**src/design/llfi_consts.svh**
```systemverilog
// Offsets, field positions, reset values and fault codes of the fault-injection block
// What this block does
// - Flag the next received control packet of the chosen class as CRC-failed.
// - A rising forced-replay bit starts one retransmission of the retry buffer.
// - Send NAK instead of ACK with same, incremented or decremented sequence.
// - While set, corrupt the end-to-end CRC of every transmitted transaction packet.
// - While set, corrupt the link CRC of every transmitted transaction packet.
// - Send a bad CRC on transmitted control packets of the chosen class.
// - Credit codes 00001 to 11000 adjust the allocation by one on each extraction.
// - Posted codes: 00000 normal, 00001 header, 00010 data, 00011 both plus one.
// - Non-posted codes: 00100 header plus one, 00101 data plus one.
// - Completion codes: 00111 header plus one, 01000 data plus one.
// - Code 01010 removes one posted header credit; other decrements as coded.
// - In eight-lane mode the link-layer fields are ignored.
`ifndef LLFI_CONSTS_SVH
`define LLFI_CONSTS_SVH

`define LLFI_OFS_VECTOR   4'h0
`define LLFI_OFS_STATUS   4'h4
`define LLFI_OFS_CONFIG   4'h8

`define LLFI_RXCRC_LSB    15
`define LLFI_RXCRC_MSB    16
`define LLFI_REPLAY_BIT   17
`define LLFI_ACKNAK_LSB   18
`define LLFI_ACKNAK_MSB   19
`define LLFI_ECRC_BIT     20
`define LLFI_LCRC_BIT     21
`define LLFI_TXCRC_LSB    22
`define LLFI_TXCRC_MSB    23
`define LLFI_CREDIT_LSB   24
`define LLFI_CREDIT_MSB   28

`define LLFI_X8_MASK      32'hFF10_7FFF
`define LLFI_VECTOR_RST   32'h0000_0000
`define LLFI_CONFIG_X8    0
`define LLFI_CONFIG_ARMED 8

`define LLFI_CODE_OFF     2'h0
`define LLFI_RX_ACK       2'h1
`define LLFI_RX_PM        2'h2
`define LLFI_RX_FC        2'h3
`define LLFI_TX_PM        2'h1
`define LLFI_TX_FC        2'h2
`define LLFI_TX_ACK       2'h3
`define LLFI_ACK_SAME     2'h1
`define LLFI_ACK_INC      2'h2
`define LLFI_ACK_DEC      2'h3

`endif

```
**src/design/llfi_pkg.sv**
```systemverilog
// Types shared by the fault-injection block
package llfi_pkg;
	typedef enum logic [1:0] {
		LLFI_DLLP_ACKNAK,
		LLFI_DLLP_PM,
		LLFI_DLLP_FC,
		LLFI_DLLP_OTHER
	} llfi_dllp_t;

	typedef enum logic [1:0] {
		LLFI_CLS_POSTED,
		LLFI_CLS_NONPOSTED,
		LLFI_CLS_COMPLETION,
		LLFI_CLS_NONE
	} llfi_cls_t;

	typedef enum logic [1:0] {
		LLFI_DELTA_ZERO,
		LLFI_DELTA_PLUS,
		LLFI_DELTA_MINUS
	} llfi_delta_t;
endpackage : llfi_pkg

```
**src/design/llfi_credit_adj.sv**
```systemverilog
// Credit-error code decoder and one-credit adjustment of an allocation update
`timescale 1ns/1ps
module llfi_credit_adj
	import llfi_pkg::*;
(
	input  wire logic [4:0]  code,
	input  wire llfi_cls_t   cls,
	input  wire logic [7:0]  hdrIn,
	input  wire logic [11:0] dataIn,
	output logic      [7:0]  hdrOut,
	output logic      [11:0] dataOut,
	output logic             adjusted
);
	llfi_cls_t   codeCls;
	llfi_delta_t hdrDelta;
	llfi_delta_t dataDelta;
	logic [11:0] hdrWide;

	function automatic logic [11:0] llfi_apply(input logic [11:0] v, input llfi_delta_t d);
		case (d)
			LLFI_DELTA_PLUS:  llfi_apply = v + 12'h001;
			LLFI_DELTA_MINUS: llfi_apply = v - 12'h001;
			default:          llfi_apply = v;
		endcase
	endfunction : llfi_apply

	always_comb begin
		codeCls   = LLFI_CLS_NONE;
		hdrDelta  = LLFI_DELTA_ZERO;
		dataDelta = LLFI_DELTA_ZERO;
		case (code)
			5'h01: begin codeCls = LLFI_CLS_POSTED;     hdrDelta = LLFI_DELTA_PLUS; end
			5'h02: begin codeCls = LLFI_CLS_POSTED;     dataDelta = LLFI_DELTA_PLUS; end
			5'h03: begin codeCls = LLFI_CLS_POSTED;     hdrDelta = LLFI_DELTA_PLUS;
				dataDelta = LLFI_DELTA_PLUS; end
			5'h04: begin codeCls = LLFI_CLS_NONPOSTED;  hdrDelta = LLFI_DELTA_PLUS; end
			5'h05: begin codeCls = LLFI_CLS_NONPOSTED;  dataDelta = LLFI_DELTA_PLUS; end
			5'h06: begin codeCls = LLFI_CLS_NONPOSTED;  hdrDelta = LLFI_DELTA_PLUS;
				dataDelta = LLFI_DELTA_PLUS; end
			5'h07: begin codeCls = LLFI_CLS_COMPLETION; hdrDelta = LLFI_DELTA_PLUS; end
			5'h08: begin codeCls = LLFI_CLS_COMPLETION; dataDelta = LLFI_DELTA_PLUS; end
			5'h09: begin codeCls = LLFI_CLS_COMPLETION; hdrDelta = LLFI_DELTA_PLUS;
				dataDelta = LLFI_DELTA_PLUS; end
			5'h0A: begin codeCls = LLFI_CLS_POSTED;     hdrDelta = LLFI_DELTA_MINUS; end
			5'h0B: begin codeCls = LLFI_CLS_POSTED;     dataDelta = LLFI_DELTA_MINUS; end
			5'h0C: begin codeCls = LLFI_CLS_POSTED;     hdrDelta = LLFI_DELTA_MINUS;
				dataDelta = LLFI_DELTA_MINUS; end
			5'h0D: begin codeCls = LLFI_CLS_NONPOSTED;  hdrDelta = LLFI_DELTA_MINUS; end
			5'h0E: begin codeCls = LLFI_CLS_NONPOSTED;  dataDelta = LLFI_DELTA_MINUS; end
			5'h0F: begin codeCls = LLFI_CLS_NONPOSTED;  hdrDelta = LLFI_DELTA_MINUS;
				dataDelta = LLFI_DELTA_MINUS; end
			5'h10: begin codeCls = LLFI_CLS_COMPLETION; hdrDelta = LLFI_DELTA_MINUS; end
			5'h11: begin codeCls = LLFI_CLS_COMPLETION; dataDelta = LLFI_DELTA_MINUS; end
			5'h12: begin codeCls = LLFI_CLS_COMPLETION; hdrDelta = LLFI_DELTA_MINUS;
				dataDelta = LLFI_DELTA_MINUS; end
			5'h13: begin codeCls = LLFI_CLS_POSTED;     hdrDelta = LLFI_DELTA_PLUS;
				dataDelta = LLFI_DELTA_MINUS; end
			5'h14: begin codeCls = LLFI_CLS_POSTED;     hdrDelta = LLFI_DELTA_MINUS;
				dataDelta = LLFI_DELTA_PLUS; end
			5'h15: begin codeCls = LLFI_CLS_NONPOSTED;  hdrDelta = LLFI_DELTA_PLUS;
				dataDelta = LLFI_DELTA_MINUS; end
			5'h16: begin codeCls = LLFI_CLS_NONPOSTED;  hdrDelta = LLFI_DELTA_MINUS;
				dataDelta = LLFI_DELTA_PLUS; end
			5'h17: begin codeCls = LLFI_CLS_COMPLETION; hdrDelta = LLFI_DELTA_PLUS;
				dataDelta = LLFI_DELTA_MINUS; end
			5'h18: begin codeCls = LLFI_CLS_COMPLETION; hdrDelta = LLFI_DELTA_MINUS;
				dataDelta = LLFI_DELTA_PLUS; end
			default: begin codeCls = LLFI_CLS_NONE; end
		endcase
	end

	// Only the class named by the code is touched; other traffic keeps its normal update
	always_comb begin
		adjusted = (codeCls != LLFI_CLS_NONE) && (codeCls == cls);
		hdrWide  = llfi_apply({4'h0, hdrIn}, adjusted ? hdrDelta : LLFI_DELTA_ZERO);
		hdrOut   = hdrWide[7:0];
		dataOut  = llfi_apply(dataIn, adjusted ? dataDelta : LLFI_DELTA_ZERO);
	end
endmodule : llfi_credit_adj

```
**src/design/llfi_top.sv**
```systemverilog
// Link-layer fault injection: register slave, control-packet and credit corruption paths
//
// Our own choices: the Avalon-MM interface to the registers and the placing of the registers.
`timescale 1ns/1ps
`include "llfi_consts.svh"
module llfi_top
	import llfi_pkg::*;
(
	input  wire logic        clk,
	input  wire logic        resetn,
	input  wire logic [3:0]  avs_address,
	input  wire logic        avs_read,
	input  wire logic        avs_write,
	input  wire logic [31:0] avs_writedata,
	output logic      [31:0] avs_readdata,
	output logic             avs_waitrequest,
	input  wire logic        rxDllpValid,
	input  wire llfi_dllp_t  rxDllpType,
	input  wire logic        rxDllpCrcOk,
	output logic             rxDllpValidOut,
	output logic             rxDllpCrcError,
	output logic             replayStart,
	input  wire logic        ackValid,
	input  wire logic [11:0] ackSeq,
	output logic             ackValidOut,
	output logic             ackIsNak,
	output logic      [11:0] ackSeqOut,
	input  wire logic        txTlpValid,
	input  wire logic [31:0] txEcrc,
	input  wire logic [31:0] txLcrc,
	output logic             txTlpValidOut,
	output logic      [31:0] txEcrcOut,
	output logic      [31:0] txLcrcOut,
	input  wire logic        txDllpValid,
	input  wire llfi_dllp_t  txDllpType,
	input  wire logic [15:0] txDllpCrc,
	output logic             txDllpValidOut,
	output logic      [15:0] txDllpCrcOut,
	input  wire logic        creditEvent,
	input  wire llfi_cls_t   creditClass,
	input  wire logic [7:0]  creditHdr,
	input  wire logic [11:0] creditData,
	output logic             postedCreditUpdate,
	output logic             nonpostedCreditUpdate,
	output logic             completionCreditUpdate,
	output logic      [7:0]  creditHdrOut,
	output logic      [11:0] creditDataOut
);
	logic [31:0] faultVector;
	logic        x8Mode;
	logic        rxArmed;
	logic        replayLast;
	logic [7:0]  rxForcedCount;
	logic [7:0]  nakCount;
	logic [7:0]  txCorruptCount;
	logic [7:0]  creditAdjCount;

	logic [31:0] effVector;
	logic [1:0]  rxCrcCode;
	logic [1:0]  ackCode;
	logic [1:0]  txCrcCode;
	logic [4:0]  creditCode;
	logic        replayBit;
	logic        ecrcBit;
	logic        lcrcBit;
	logic        busWrite;
	logic        busRead;
	logic        rxHit;
	logic        txHit;
	logic        ackSubst;
	logic        next_armed;
	logic [7:0]  adjHdr;
	logic [11:0] adjData;
	logic        adjDone;

	// Decode of a two-bit class selector against a packet type
	function automatic logic llfi_cls_hit(input logic [1:0] sel, input llfi_dllp_t t,
		input logic [1:0] ackSel, input logic [1:0] pmSel, input logic [1:0] fcSel);
		llfi_cls_hit = (sel != `LLFI_CODE_OFF) &&
			(((sel == ackSel) && (t == LLFI_DLLP_ACKNAK)) ||
			 ((sel == pmSel) && (t == LLFI_DLLP_PM)) ||
			 ((sel == fcSel) && (t == LLFI_DLLP_FC)));
	endfunction : llfi_cls_hit

	// The eight-lane mode bit keeps only ECRC and credit fields alive
	always_comb begin
		effVector  = x8Mode ? (faultVector & `LLFI_X8_MASK) : faultVector;
		rxCrcCode  = effVector[`LLFI_RXCRC_MSB:`LLFI_RXCRC_LSB];
		replayBit  = effVector[`LLFI_REPLAY_BIT];
		ackCode    = effVector[`LLFI_ACKNAK_MSB:`LLFI_ACKNAK_LSB];
		ecrcBit    = effVector[`LLFI_ECRC_BIT];
		lcrcBit    = effVector[`LLFI_LCRC_BIT];
		txCrcCode  = effVector[`LLFI_TXCRC_MSB:`LLFI_TXCRC_LSB];
		creditCode = effVector[`LLFI_CREDIT_MSB:`LLFI_CREDIT_LSB];
	end

	always_comb begin
		busWrite = avs_write && !avs_waitrequest;
		busRead  = avs_read && avs_waitrequest;
		rxHit    = rxDllpValid && rxArmed &&
			llfi_cls_hit(rxCrcCode, rxDllpType, `LLFI_RX_ACK, `LLFI_RX_PM, `LLFI_RX_FC);
		txHit    = txDllpValid &&
			llfi_cls_hit(txCrcCode, txDllpType, `LLFI_TX_ACK, `LLFI_TX_PM, `LLFI_TX_FC);
		ackSubst = ackValid && (ackCode != `LLFI_CODE_OFF);
	end

	// One wait cycle per access: read data is loaded while waitrequest is high
	always_ff @(posedge clk) begin
		if (!resetn) begin
			avs_waitrequest <= 1'b1;
		end else if (avs_waitrequest && (avs_read || avs_write)) begin
			avs_waitrequest <= 1'b0;
		end else begin
			avs_waitrequest <= 1'b1;
		end
	end

	always_ff @(posedge clk) begin
		if (!resetn) begin
			avs_readdata <= 32'h0000_0000;
		end else if (busRead) begin
			case (avs_address)
				`LLFI_OFS_VECTOR: avs_readdata <= faultVector;
				`LLFI_OFS_STATUS: avs_readdata <= {creditAdjCount, txCorruptCount,
					nakCount, rxForcedCount};
				`LLFI_OFS_CONFIG: avs_readdata <= {23'h000000, rxArmed, 7'h00, x8Mode};
				default:          avs_readdata <= 32'h0000_0000;
			endcase
		end
	end

	// The vector is a register on the core clock, so every path sees a stable value
	always_ff @(posedge clk) begin
		if (!resetn) begin
			faultVector <= `LLFI_VECTOR_RST;
		end else if (busWrite && (avs_address == `LLFI_OFS_VECTOR)) begin
			faultVector <= avs_writedata;
		end
	end

	always_ff @(posedge clk) begin
		if (!resetn) begin
			x8Mode <= 1'b0;
		end else if (busWrite && (avs_address == `LLFI_OFS_CONFIG)) begin
			x8Mode <= avs_writedata[`LLFI_CONFIG_X8];
		end
	end

	// Arming follows each vector write; a packet hit in the same cycle as a rewrite
	// leaves the block armed again, so a fresh request is never swallowed
	always_comb begin
		next_armed = rxArmed;
		// Zero field and hit come first so that a vector write always wins
		if (rxCrcCode == `LLFI_CODE_OFF) begin
			next_armed = 1'b0;
		end
		if (rxHit) begin
			next_armed = 1'b0;
		end
		if (busWrite && (avs_address == `LLFI_OFS_VECTOR)) begin
			next_armed = (avs_writedata[`LLFI_RXCRC_MSB:`LLFI_RXCRC_LSB] != `LLFI_CODE_OFF);
		end
	end

	always_ff @(posedge clk) begin
		if (!resetn) begin
			rxArmed <= 1'b0;
		end else begin
			rxArmed <= next_armed;
		end
	end

	always_ff @(posedge clk) begin
		if (!resetn) begin
			rxDllpValidOut <= 1'b0;
		end else begin
			rxDllpValidOut <= rxDllpValid;
		end
	end

	// A real CRC failure is passed on even when no forced error is pending
	always_ff @(posedge clk) begin
		if (!resetn) begin
			rxDllpCrcError <= 1'b0;
		end else begin
			rxDllpCrcError <= rxDllpValid && (!rxDllpCrcOk || rxHit);
		end
	end

	// Edge of the replay bit, so a held bit asks for one retry only
	always_ff @(posedge clk) begin
		if (!resetn) begin
			replayLast <= 1'b0;
		end else begin
			replayLast <= replayBit;
		end
	end

	always_ff @(posedge clk) begin
		if (!resetn) begin
			replayStart <= 1'b0;
		end else begin
			replayStart <= replayBit && !replayLast;
		end
	end

	always_ff @(posedge clk) begin
		if (!resetn) begin
			ackValidOut <= 1'b0;
		end else begin
			ackValidOut <= ackValid;
		end
	end

	always_ff @(posedge clk) begin
		if (!resetn) begin
			ackIsNak <= 1'b0;
		end else begin
			ackIsNak <= ackSubst;
		end
	end

	// Sequence arithmetic wraps at twelve bits, like the sequence space itself
	always_ff @(posedge clk) begin
		if (!resetn) begin
			ackSeqOut <= 12'h000;
		end else begin
			case (ackSubst ? ackCode : `LLFI_CODE_OFF)
				`LLFI_ACK_INC: ackSeqOut <= ackSeq + 12'h001;
				`LLFI_ACK_DEC: ackSeqOut <= ackSeq - 12'h001;
				default:       ackSeqOut <= ackSeq;
			endcase
		end
	end

	// Inverting the whole CRC guarantees a mismatch whatever the payload
	always_ff @(posedge clk) begin
		if (!resetn) begin
			txTlpValidOut <= 1'b0;
		end else begin
			txTlpValidOut <= txTlpValid;
		end
	end

	always_ff @(posedge clk) begin
		if (!resetn) begin
			txEcrcOut <= 32'h0000_0000;
		end else begin
			txEcrcOut <= ecrcBit ? ~txEcrc : txEcrc;
		end
	end

	// Independent of the end-to-end path, so both CRCs may be spoiled at once
	always_ff @(posedge clk) begin
		if (!resetn) begin
			txLcrcOut <= 32'h0000_0000;
		end else begin
			txLcrcOut <= lcrcBit ? ~txLcrc : txLcrc;
		end
	end

	always_ff @(posedge clk) begin
		if (!resetn) begin
			txDllpValidOut <= 1'b0;
		end else begin
			txDllpValidOut <= txDllpValid;
		end
	end

	// A class miss forwards the CRC untouched
	always_ff @(posedge clk) begin
		if (!resetn) begin
			txDllpCrcOut <= 16'h0000;
		end else begin
			txDllpCrcOut <= txHit ? ~txDllpCrc : txDllpCrc;
		end
	end

	llfi_credit_adj u_adj (
		.code     (creditCode),
		.cls      (creditClass),
		.hdrIn    (creditHdr),
		.dataIn   (creditData),
		.hdrOut   (adjHdr),
		.dataOut  (adjData),
		.adjusted (adjDone)
	);

	// Credits change only when an extracted packet makes the layer advertise an update
	always_ff @(posedge clk) begin
		if (!resetn) begin
			postedCreditUpdate     <= 1'b0;
			nonpostedCreditUpdate  <= 1'b0;
			completionCreditUpdate <= 1'b0;
		end else begin
			postedCreditUpdate     <= creditEvent && (creditClass == LLFI_CLS_POSTED);
			nonpostedCreditUpdate  <= creditEvent && (creditClass == LLFI_CLS_NONPOSTED);
			completionCreditUpdate <= creditEvent && (creditClass == LLFI_CLS_COMPLETION);
		end
	end

	always_ff @(posedge clk) begin
		if (!resetn) begin
			creditHdrOut  <= 8'h00;
			creditDataOut <= 12'h000;
		end else if (creditEvent) begin
			creditHdrOut  <= adjHdr;
			creditDataOut <= adjData;
		end
	end

	// Event counters wrap; software compares two reads to see activity
	always_ff @(posedge clk) begin
		if (!resetn) begin
			rxForcedCount <= 8'h00;
		end else if (rxHit && rxDllpValid) begin
			rxForcedCount <= rxForcedCount + 8'h01;
		end
	end

	always_ff @(posedge clk) begin
		if (!resetn) begin
			nakCount <= 8'h00;
		end else if (ackSubst) begin
			nakCount <= nakCount + 8'h01;
		end
	end

	always_ff @(posedge clk) begin
		if (!resetn) begin
			txCorruptCount <= 8'h00;
		end else if (txHit || (txTlpValid && (ecrcBit || lcrcBit))) begin
			txCorruptCount <= txCorruptCount + 8'h01;
		end
	end

	always_ff @(posedge clk) begin
		if (!resetn) begin
			creditAdjCount <= 8'h00;
		end else if (creditEvent && adjDone) begin
			creditAdjCount <= creditAdjCount + 8'h01;
		end
	end
endmodule : llfi_top

```
**config.mk**
```make
export PLATFORM = sky130hd
export DESIGN_NAME = llfi_top
export DESIGN_NICKNAME = d
export VERILOG_FILES = /design/src/design/llfi_pkg.sv /design/src/design/llfi_credit_adj.sv /design/src/design/llfi_top.sv
export VERILOG_INCLUDE_DIRS = /design/src /design/src/design
export SDC_FILE = /design/constraint.sdc
export NUM_CORES = 1
export LEC_CHECK = 0
export BUFFER_PORTS_ARGS = -buffer_cell sky130_fd_sc_hd__buf_2
export CAP_MARGIN = 5
export CORE_ASPECT_RATIO = 1.4
export CORE_MARGIN = 2
export CORE_UTILIZATION = 40
export DETAILED_ROUTE_END_ITERATION = 12
export PLACE_DENSITY = 0.67
export SLEW_MARGIN = 20
export SYNTH_ARGS = -nofsm -noshare
export SYNTH_HDL_FRONTEND = slang
export SYNTH_SLANG_ARGS = --single-unit
```
**constraint.sdc**
```tcl
create_clock -name clk -period 3.53 [get_ports clk]
set_clock_uncertainty 0.1 [all_clocks]
set_input_delay 0.1765 -clock clk [delete_from_list [all_inputs] [get_ports clk]]
set_output_delay 0.1765 -clock clk [all_outputs]
set_load 0.005 [all_outputs]
```
# After elaboration in Yosys (flattened, before gate mapping)
# Index checks and enable logic that the tools add are counted.
# word_totals
reg_bits	222
latch_bits	0
ram_bits	0
rom_bits	0
inputBits	164
output_inout_bits	155
word_cells	157
memories	0
# classes
add_sub_neg	10
multipliers	0
n_div	0
n_lt_le_gt_ge	0
n_eq_ne	46
shifts	0
n_mux	18
bitwise_logic	3
n_reduce_logical	54
# ops
op	count
$pmux 32 s3	1
$mux 32	2
$not 32->32	2
$pmux 12 s2	2
$eq 5x5->1 const B	9
$add 8x1->8 const B	5
$eq 5x4->1 const B	8
$reduce_or 9->1	4
$logic_and 1x1->1	26
$add 12x1->12 const B	2
$mux 24	1
$reduce_or 8->1	3
$sub 12x1->12 const B	2
$eq 2x2->1 const B	11
$eq 5x3->1 const B	4
$mux 16	1
$not 16->16	1
$pmux 8 s2	1
$eq 2x1->1 const B	7
$eq 5x2->1 const B	2
$logic_not 2->1	4
$logic_or 1x1->1	8
$pmux 2 s2	2
$reduce_bool 2->1	4
12 further kinds	19

# Longest topological paths before layout
# depth
word_depth	9
depth_mapped	16
ltp_nobuf	15

# Modules after synthesis
# From an unflattened synthesis, not the netlist that was laid out.
# hier_totals
cells_unflattened	1183
area_unflattened_um2	10347.4
# modules_own_cells
mod	instances	cells_per_inst	area_each_um2	seq_area_each_um2
llfi_top	1	960	8834.7	4444.3
llfi_credit_adj	1	223	1512.7	0.0

# Least setup slack after synthesis
# Ideal clock, no wire load.
# synth_timing
kind	register to register
from	reg faultVector[26]
to	reg creditDataOut[10]
setup_time_ps	136
t_arrival_ps	3156
required_time_ps	3294
path_slack_ps	138
path_stages_with_launch	15
n_path_buf	1
period_less_slack_ps	3392
path_cell_list	dfxtp_1 > clkbuf_1 > o221ai_4 > xor2_2 > o21a_1 > nor2b_1 > ha_1 > inv_1 > fa_1 > nand2b_1 > a21oi_1 > o21a_1 > a21oi_1 > o311ai_0 > nand3_1
# synth_via
elab_chain_cells	8
elab_cells_between_ends	38
cone_classes	28 x eq/ne; 4 x mux; 6 x reduce/logical
# synth_lines
element	line	source
from (decl)	llfi_top.sv:49	logic [31:0] faultVector;
from (signal assigned)	llfi_top.sv:135	faultVector <= `LLFI_VECTOR_RST;
from (signal assigned)	llfi_top.sv:137	faultVector <= avs_writedata;
$eq 5x3->1, or another cell as far along	llfi_credit_adj.sv:31	case (code)
$reduce_or 8->1 (no line)	-	
$pmux 2 s3	llfi_credit_adj.sv:31	
$ne 2x2->1 / $eq 2x2->1 (equally long branches)	llfi_credit_adj.sv:74	adjusted = (codeCls != LLFI_CLS_NONE) && (codeCls == cls);
$logic_and 1x1->1	llfi_credit_adj.sv:74	
$mux 2 (*)	llfi_credit_adj.sv:77	dataOut = llfi_apply(dataIn, adjusted ? dataDelta : LLFI_DELTA_ZERO);
$eq 2x2->1 / $eq 2x1->1 (equally long branches)	llfi_credit_adj.sv:20	case (d)
$pmux 12 s2 (*)	llfi_credit_adj.sv:20	
to (signal assigned)	llfi_top.sv:308	creditDataOut <= adjData;
to (decl)	llfi_top.sv:47	output logic [11:0] creditDataOut
# Mark *: on every way between the ends. The rest lies on a longest branch, timed or not.
# A chain may end at the register's enable or synchronous reset.

# Final worst setup path
# layout_timing
from	reg faultVector[25]
to	reg creditDataOut[11]
# Same word-level chain as after synthesis.

==> summary.md <==
| Metric | Value |
|---|---|
| Status | finished, final reports clean |
| Tightest Pin Transition | 1.00 ns |
| Skew-Pair Late Insertion Delay | 0.52 ns |
| Setup slack at placement | 0.0329 ns |
| First-pass GRT wire length | 49700 µm |
| Pleak | 6.92 nW |
| Reg-to-reg endpoint | creditDataOut[11] |
| DIE AREA | 27600 µm² |
| DRT iter0 DRCs | 298 |
| Initial antenna violation count | 0 |
| Die Y-Extent | 196 µm |
| Flops & latches, synth | 222 |
| Post-Synthesis Cells | 1178 |
| First drt pass iteration count | 4 |
| Reg-to-reg slack, setup | 0.21 ns |
| Register share of total power | 44.6% |
| WHS Endpoint | ackSeqOut[0] |
| Ports | 319 |
| WP data required | 3.84 ns |
| Mapped Avg Cell Area | 8.93 µm² |
| Most used cell, CP | buf_4 |
| Maximum vdd drop | 0.000342 V |
| Switch Pwr | 1.32 mW |
| FF-to-FF path depth | 15 |
| Tmin final | 3.32 ns |
| FP Rows | 70 |
| Max Root-Sink Buffers | 3 |
| Die W | 141 µm |
| Detailed-route via count | 9945 |
| FMAX | 0.301 GHz |
| WL final | 31700 µm |
| Most used flip-flop cell after synthesis | dfxtp_1 |
| Sequential area share after synthesis | 42.3% |
| Layout cells sized above 1 | 25.2% |
| CP Data Arrival Time | 3.63 ns |
| Critical Path Sink Type | register |
| Syn Std Cell Area | 10500 µm² |
| Worst R2R Start | faultVector[25] |
| Post-route setup slack | 0.213 ns |
| Max cap viols | 0 |
| Filler instances | 2236 |
| Fin crit share | 94.0% |
| Slew Limit Fails | 0 |
| Worst Path Max Fanout | 8 |
| Final Util | 57.4% |
| DRT antenna net count | 0 |
| CTS sink cnt | 222 |
| Asr flop ratio synth | 0% |
| RePlAce Congestion | 0.841 |
| Clock buffer count from CTS | 24 |
| Combinational power share | 10.7% |
| Post-route setup TNS | 0 ns |
| Synthesis-to-layout area growth | 42.1% |
| Largest net degree at the start of global routing | 140 |
| Critical Path Max Stage Delay | 0.36 ns |
| Vias per cell | 5.02 |
| Hold Slack | 0.0245 ns |
| DP Cell Count | 1787 |
| Wire per inst | 16.0 µm |
| RSZ-0062 raised after global routing | false |
| CORE AREA | 26000 µm² |
| Max-slew headroom | 33.0% |
| Clock root buffer | clkbuf_16 |
| HPWL after DPL | 20700 µm |
| Hold depth | 4 |
| H-Tree Level Count | 1 |
| Switch share | 22.5% |
| Initial Utilization | 40.4% |
| Min-delay worst type | input pin to register |
| Vias in the first global route | 9990 |
| Worst path cell trace | buf_4, a21boi_0, o32ai_2, o21a_1, nor2b_1, ha_2, buf_4, ha_1, a21oi_1, o311ai_2, buf_4, o211a_1, a211o_1, nand3_1, nor2_1 |
| PwrDens | 392 nW/µm² |
| Hold Crit Start | ackSeq[0] |
| Clk slew on worst S/H paths | 0.07 ns |
| Internal power | 4.54 mW |
| DRC viols | 0 |
| Layout Nets | 1841 |
| Finished Layout Cells | 1983 |
| Number of flops mapped to enable cells by yosys | 0 |
| Final-report hold violation count | 0 |
| Post-synthesis cell type count | 66 |
| Slowest CP cell | dfxtp_2 |
| # port buffers | 318 |
| GRT Total Usage | 21.8% |
| Setup crit start kind | register |
| Post-synth net total | 1377 |
| Ys Warns | 0 |
| Gr ovfl total | 0 |
| Clock share of power | 44.7% |
| Final setup vio count | 0 |
| Crit Path Category | register to register |
| CTS tree | done |
[state kept, by name, indices dropped and copies added, names as in the netlist, 8 cells and up]
register / cells
avs_readdata: 32
faultVector: 32
txEcrcOut: 32
txLcrcOut: 32
txDllpCrcOut: 16
ackSeqOut: 12
creditDataOut: 12
creditAdjCount: 8
creditHdrOut: 8
nakCount: 8
rxForcedCount: 8
txCorruptCount: 8
[placed cells by master (no fill, tap or decap), types with 26 or more instances in the layout]
cell / netlist / final
dlygate4sd3_1: 0 / 153
and2_1: 144 / 144
a21boi_0: 31 / 31
nor2_1: 26 / 26
buf_2: 9 / 317
a21oi_1: 31 / 31
o21ai_0: 72 / 71
buf_4: 1 / 40
xnor2_1: 29 / 29
dfxtp_1: 222 / 217
a22oi_1: 30 / 30
nand2_1: 141 / 141
nand3_1: 26 / 26
xor2_1: 93 / 93
ha_1: 32 / 30
[timing repair]
| item | in CTS | in global routing |
|---|---|---|
| setup endpoints to repair | 0 | 10 |
| hold buffers | 153 | 0 |
| setup buffers | 0 | 0 |
| gates resized for setup | 0 | 11 |
| endpoints found under the hold margin | 152 | 0 |
[cell families after synthesis]
kind of cell	count (synthesis)	share of synthesized area, %
XOR/XNOR	123	10.3
multiplexers	10	0.952
AND/OR/NAND/NOR	440	22.2
AO/OA/AOI/OAI	251	16.2
flip-flops	222	42.3
buffers and inverters	97	3.68
adder cells (fa/ha/maj)	35	4.38
[worst max-delay path by stage]
stage                     slack (ns)            start                end
after floorplan                 0.14  faultVector[26]  creditDataOut[10]
after global placement          0.11  faultVector[27]  creditDataOut[10]
after detailed placement        0.03  faultVector[27]  creditDataOut[10]
after CTS                       0.03  faultVector[27]  creditDataOut[10]
after global routing           0.005  faultVector[25]  creditDataOut[11]
final                           0.21  faultVector[25]  creditDataOut[11]
[routing by layer]
metal,global-route usage [%],wire (µm)
met5,0,0
met4,6.41,775
met3,4.32,1740
met2,42.1,16600
met1,23.8,12600
[power groups by stage]
stage          sequential (mW)  clock (mW)  combinational [mW]
2_1_floorplan             2.68           0               0.217
3_3_place_gp              2.66           0               0.473
3_5_place_dp              2.66           0               0.480
4_1_cts                   2.61        2.68               0.617
5_1_grt                   2.62        2.77               0.682
6_report                  2.61        2.62               0.626
[cell type report]
type	count	area, µm²	area share (%)
diodes	2	5.00	0.0335
clock buffers	34	709	4.75
clock inverters	7	114	0.762
inverters	23	86.3	0.578
multi-input cells	859	5720	38.3
flip-flops and latches	222	4450	29.8
well taps	324	405	2.71
repair buffers	512	3450	23.1
[per-stage QoR]
| stage | power (mW) | cell area, µm² |
|---|---|---|
| CTS | 5.90 | 14900 |
| global placement | 3.14 | 12600 |
| floorplan | 2.89 | 10500 |
| finish | 5.86 | 14900 |
| global route | 6.07 | 14900 |
| detailed placement | 3.15 | 12600 |
[critical path: cells and delay by family (launching register included)]
family	cells	cell delay [ns]
AO/OA/AOI/OAI	7	1.45
adder cells (fa/ha/maj)	2	0.54
buffers and inverters	3	0.49
flip-flops	1	0.36
AND/OR/NAND/NOR	3	0.26
[cells in the mapped netlist, types with 3 or more instances]
master       n  share of area [%]
and4_1       3               0.25
nor2b_1     23                1.4
a21oi_1     31                1.5
o311ai_0     7               0.58
or3_1        8               0.48
xnor2_1     29                2.4
nor3_1      13               0.62
inv_1       23               0.82
o21ai_0     72                3.4
and3_1      10               0.59
a21boi_0    31                2.2
a31oi_1      4               0.24
nand4_1     15               0.89
a21boi_1     6               0.43
nand2b_1     9               0.54
nor3b_1      5               0.36
o21ai_1      3               0.14
o211ai_1    11               0.79
nand2_1    141                5.0
o2111ai_1    3               0.25
nand4b_1     3               0.25
o211a_1     10               0.95
buf_1        4               0.14
and2_1     144                8.6
fa_1         3               0.57
clkbuf_1    59                2.1
nand3_1     26                1.2
o21a_1      15                1.1
a21o_1       5               0.36
a211oi_1     4               0.29
dfxtp_1    222                 42
nor2_1      26               0.93
xor2_1      93                7.7
buf_2        9               0.43
a22oi_1     30                2.1
mux2i_1     10               0.95
ha_1        32                3.8
(Power assumes the default switching activity.)
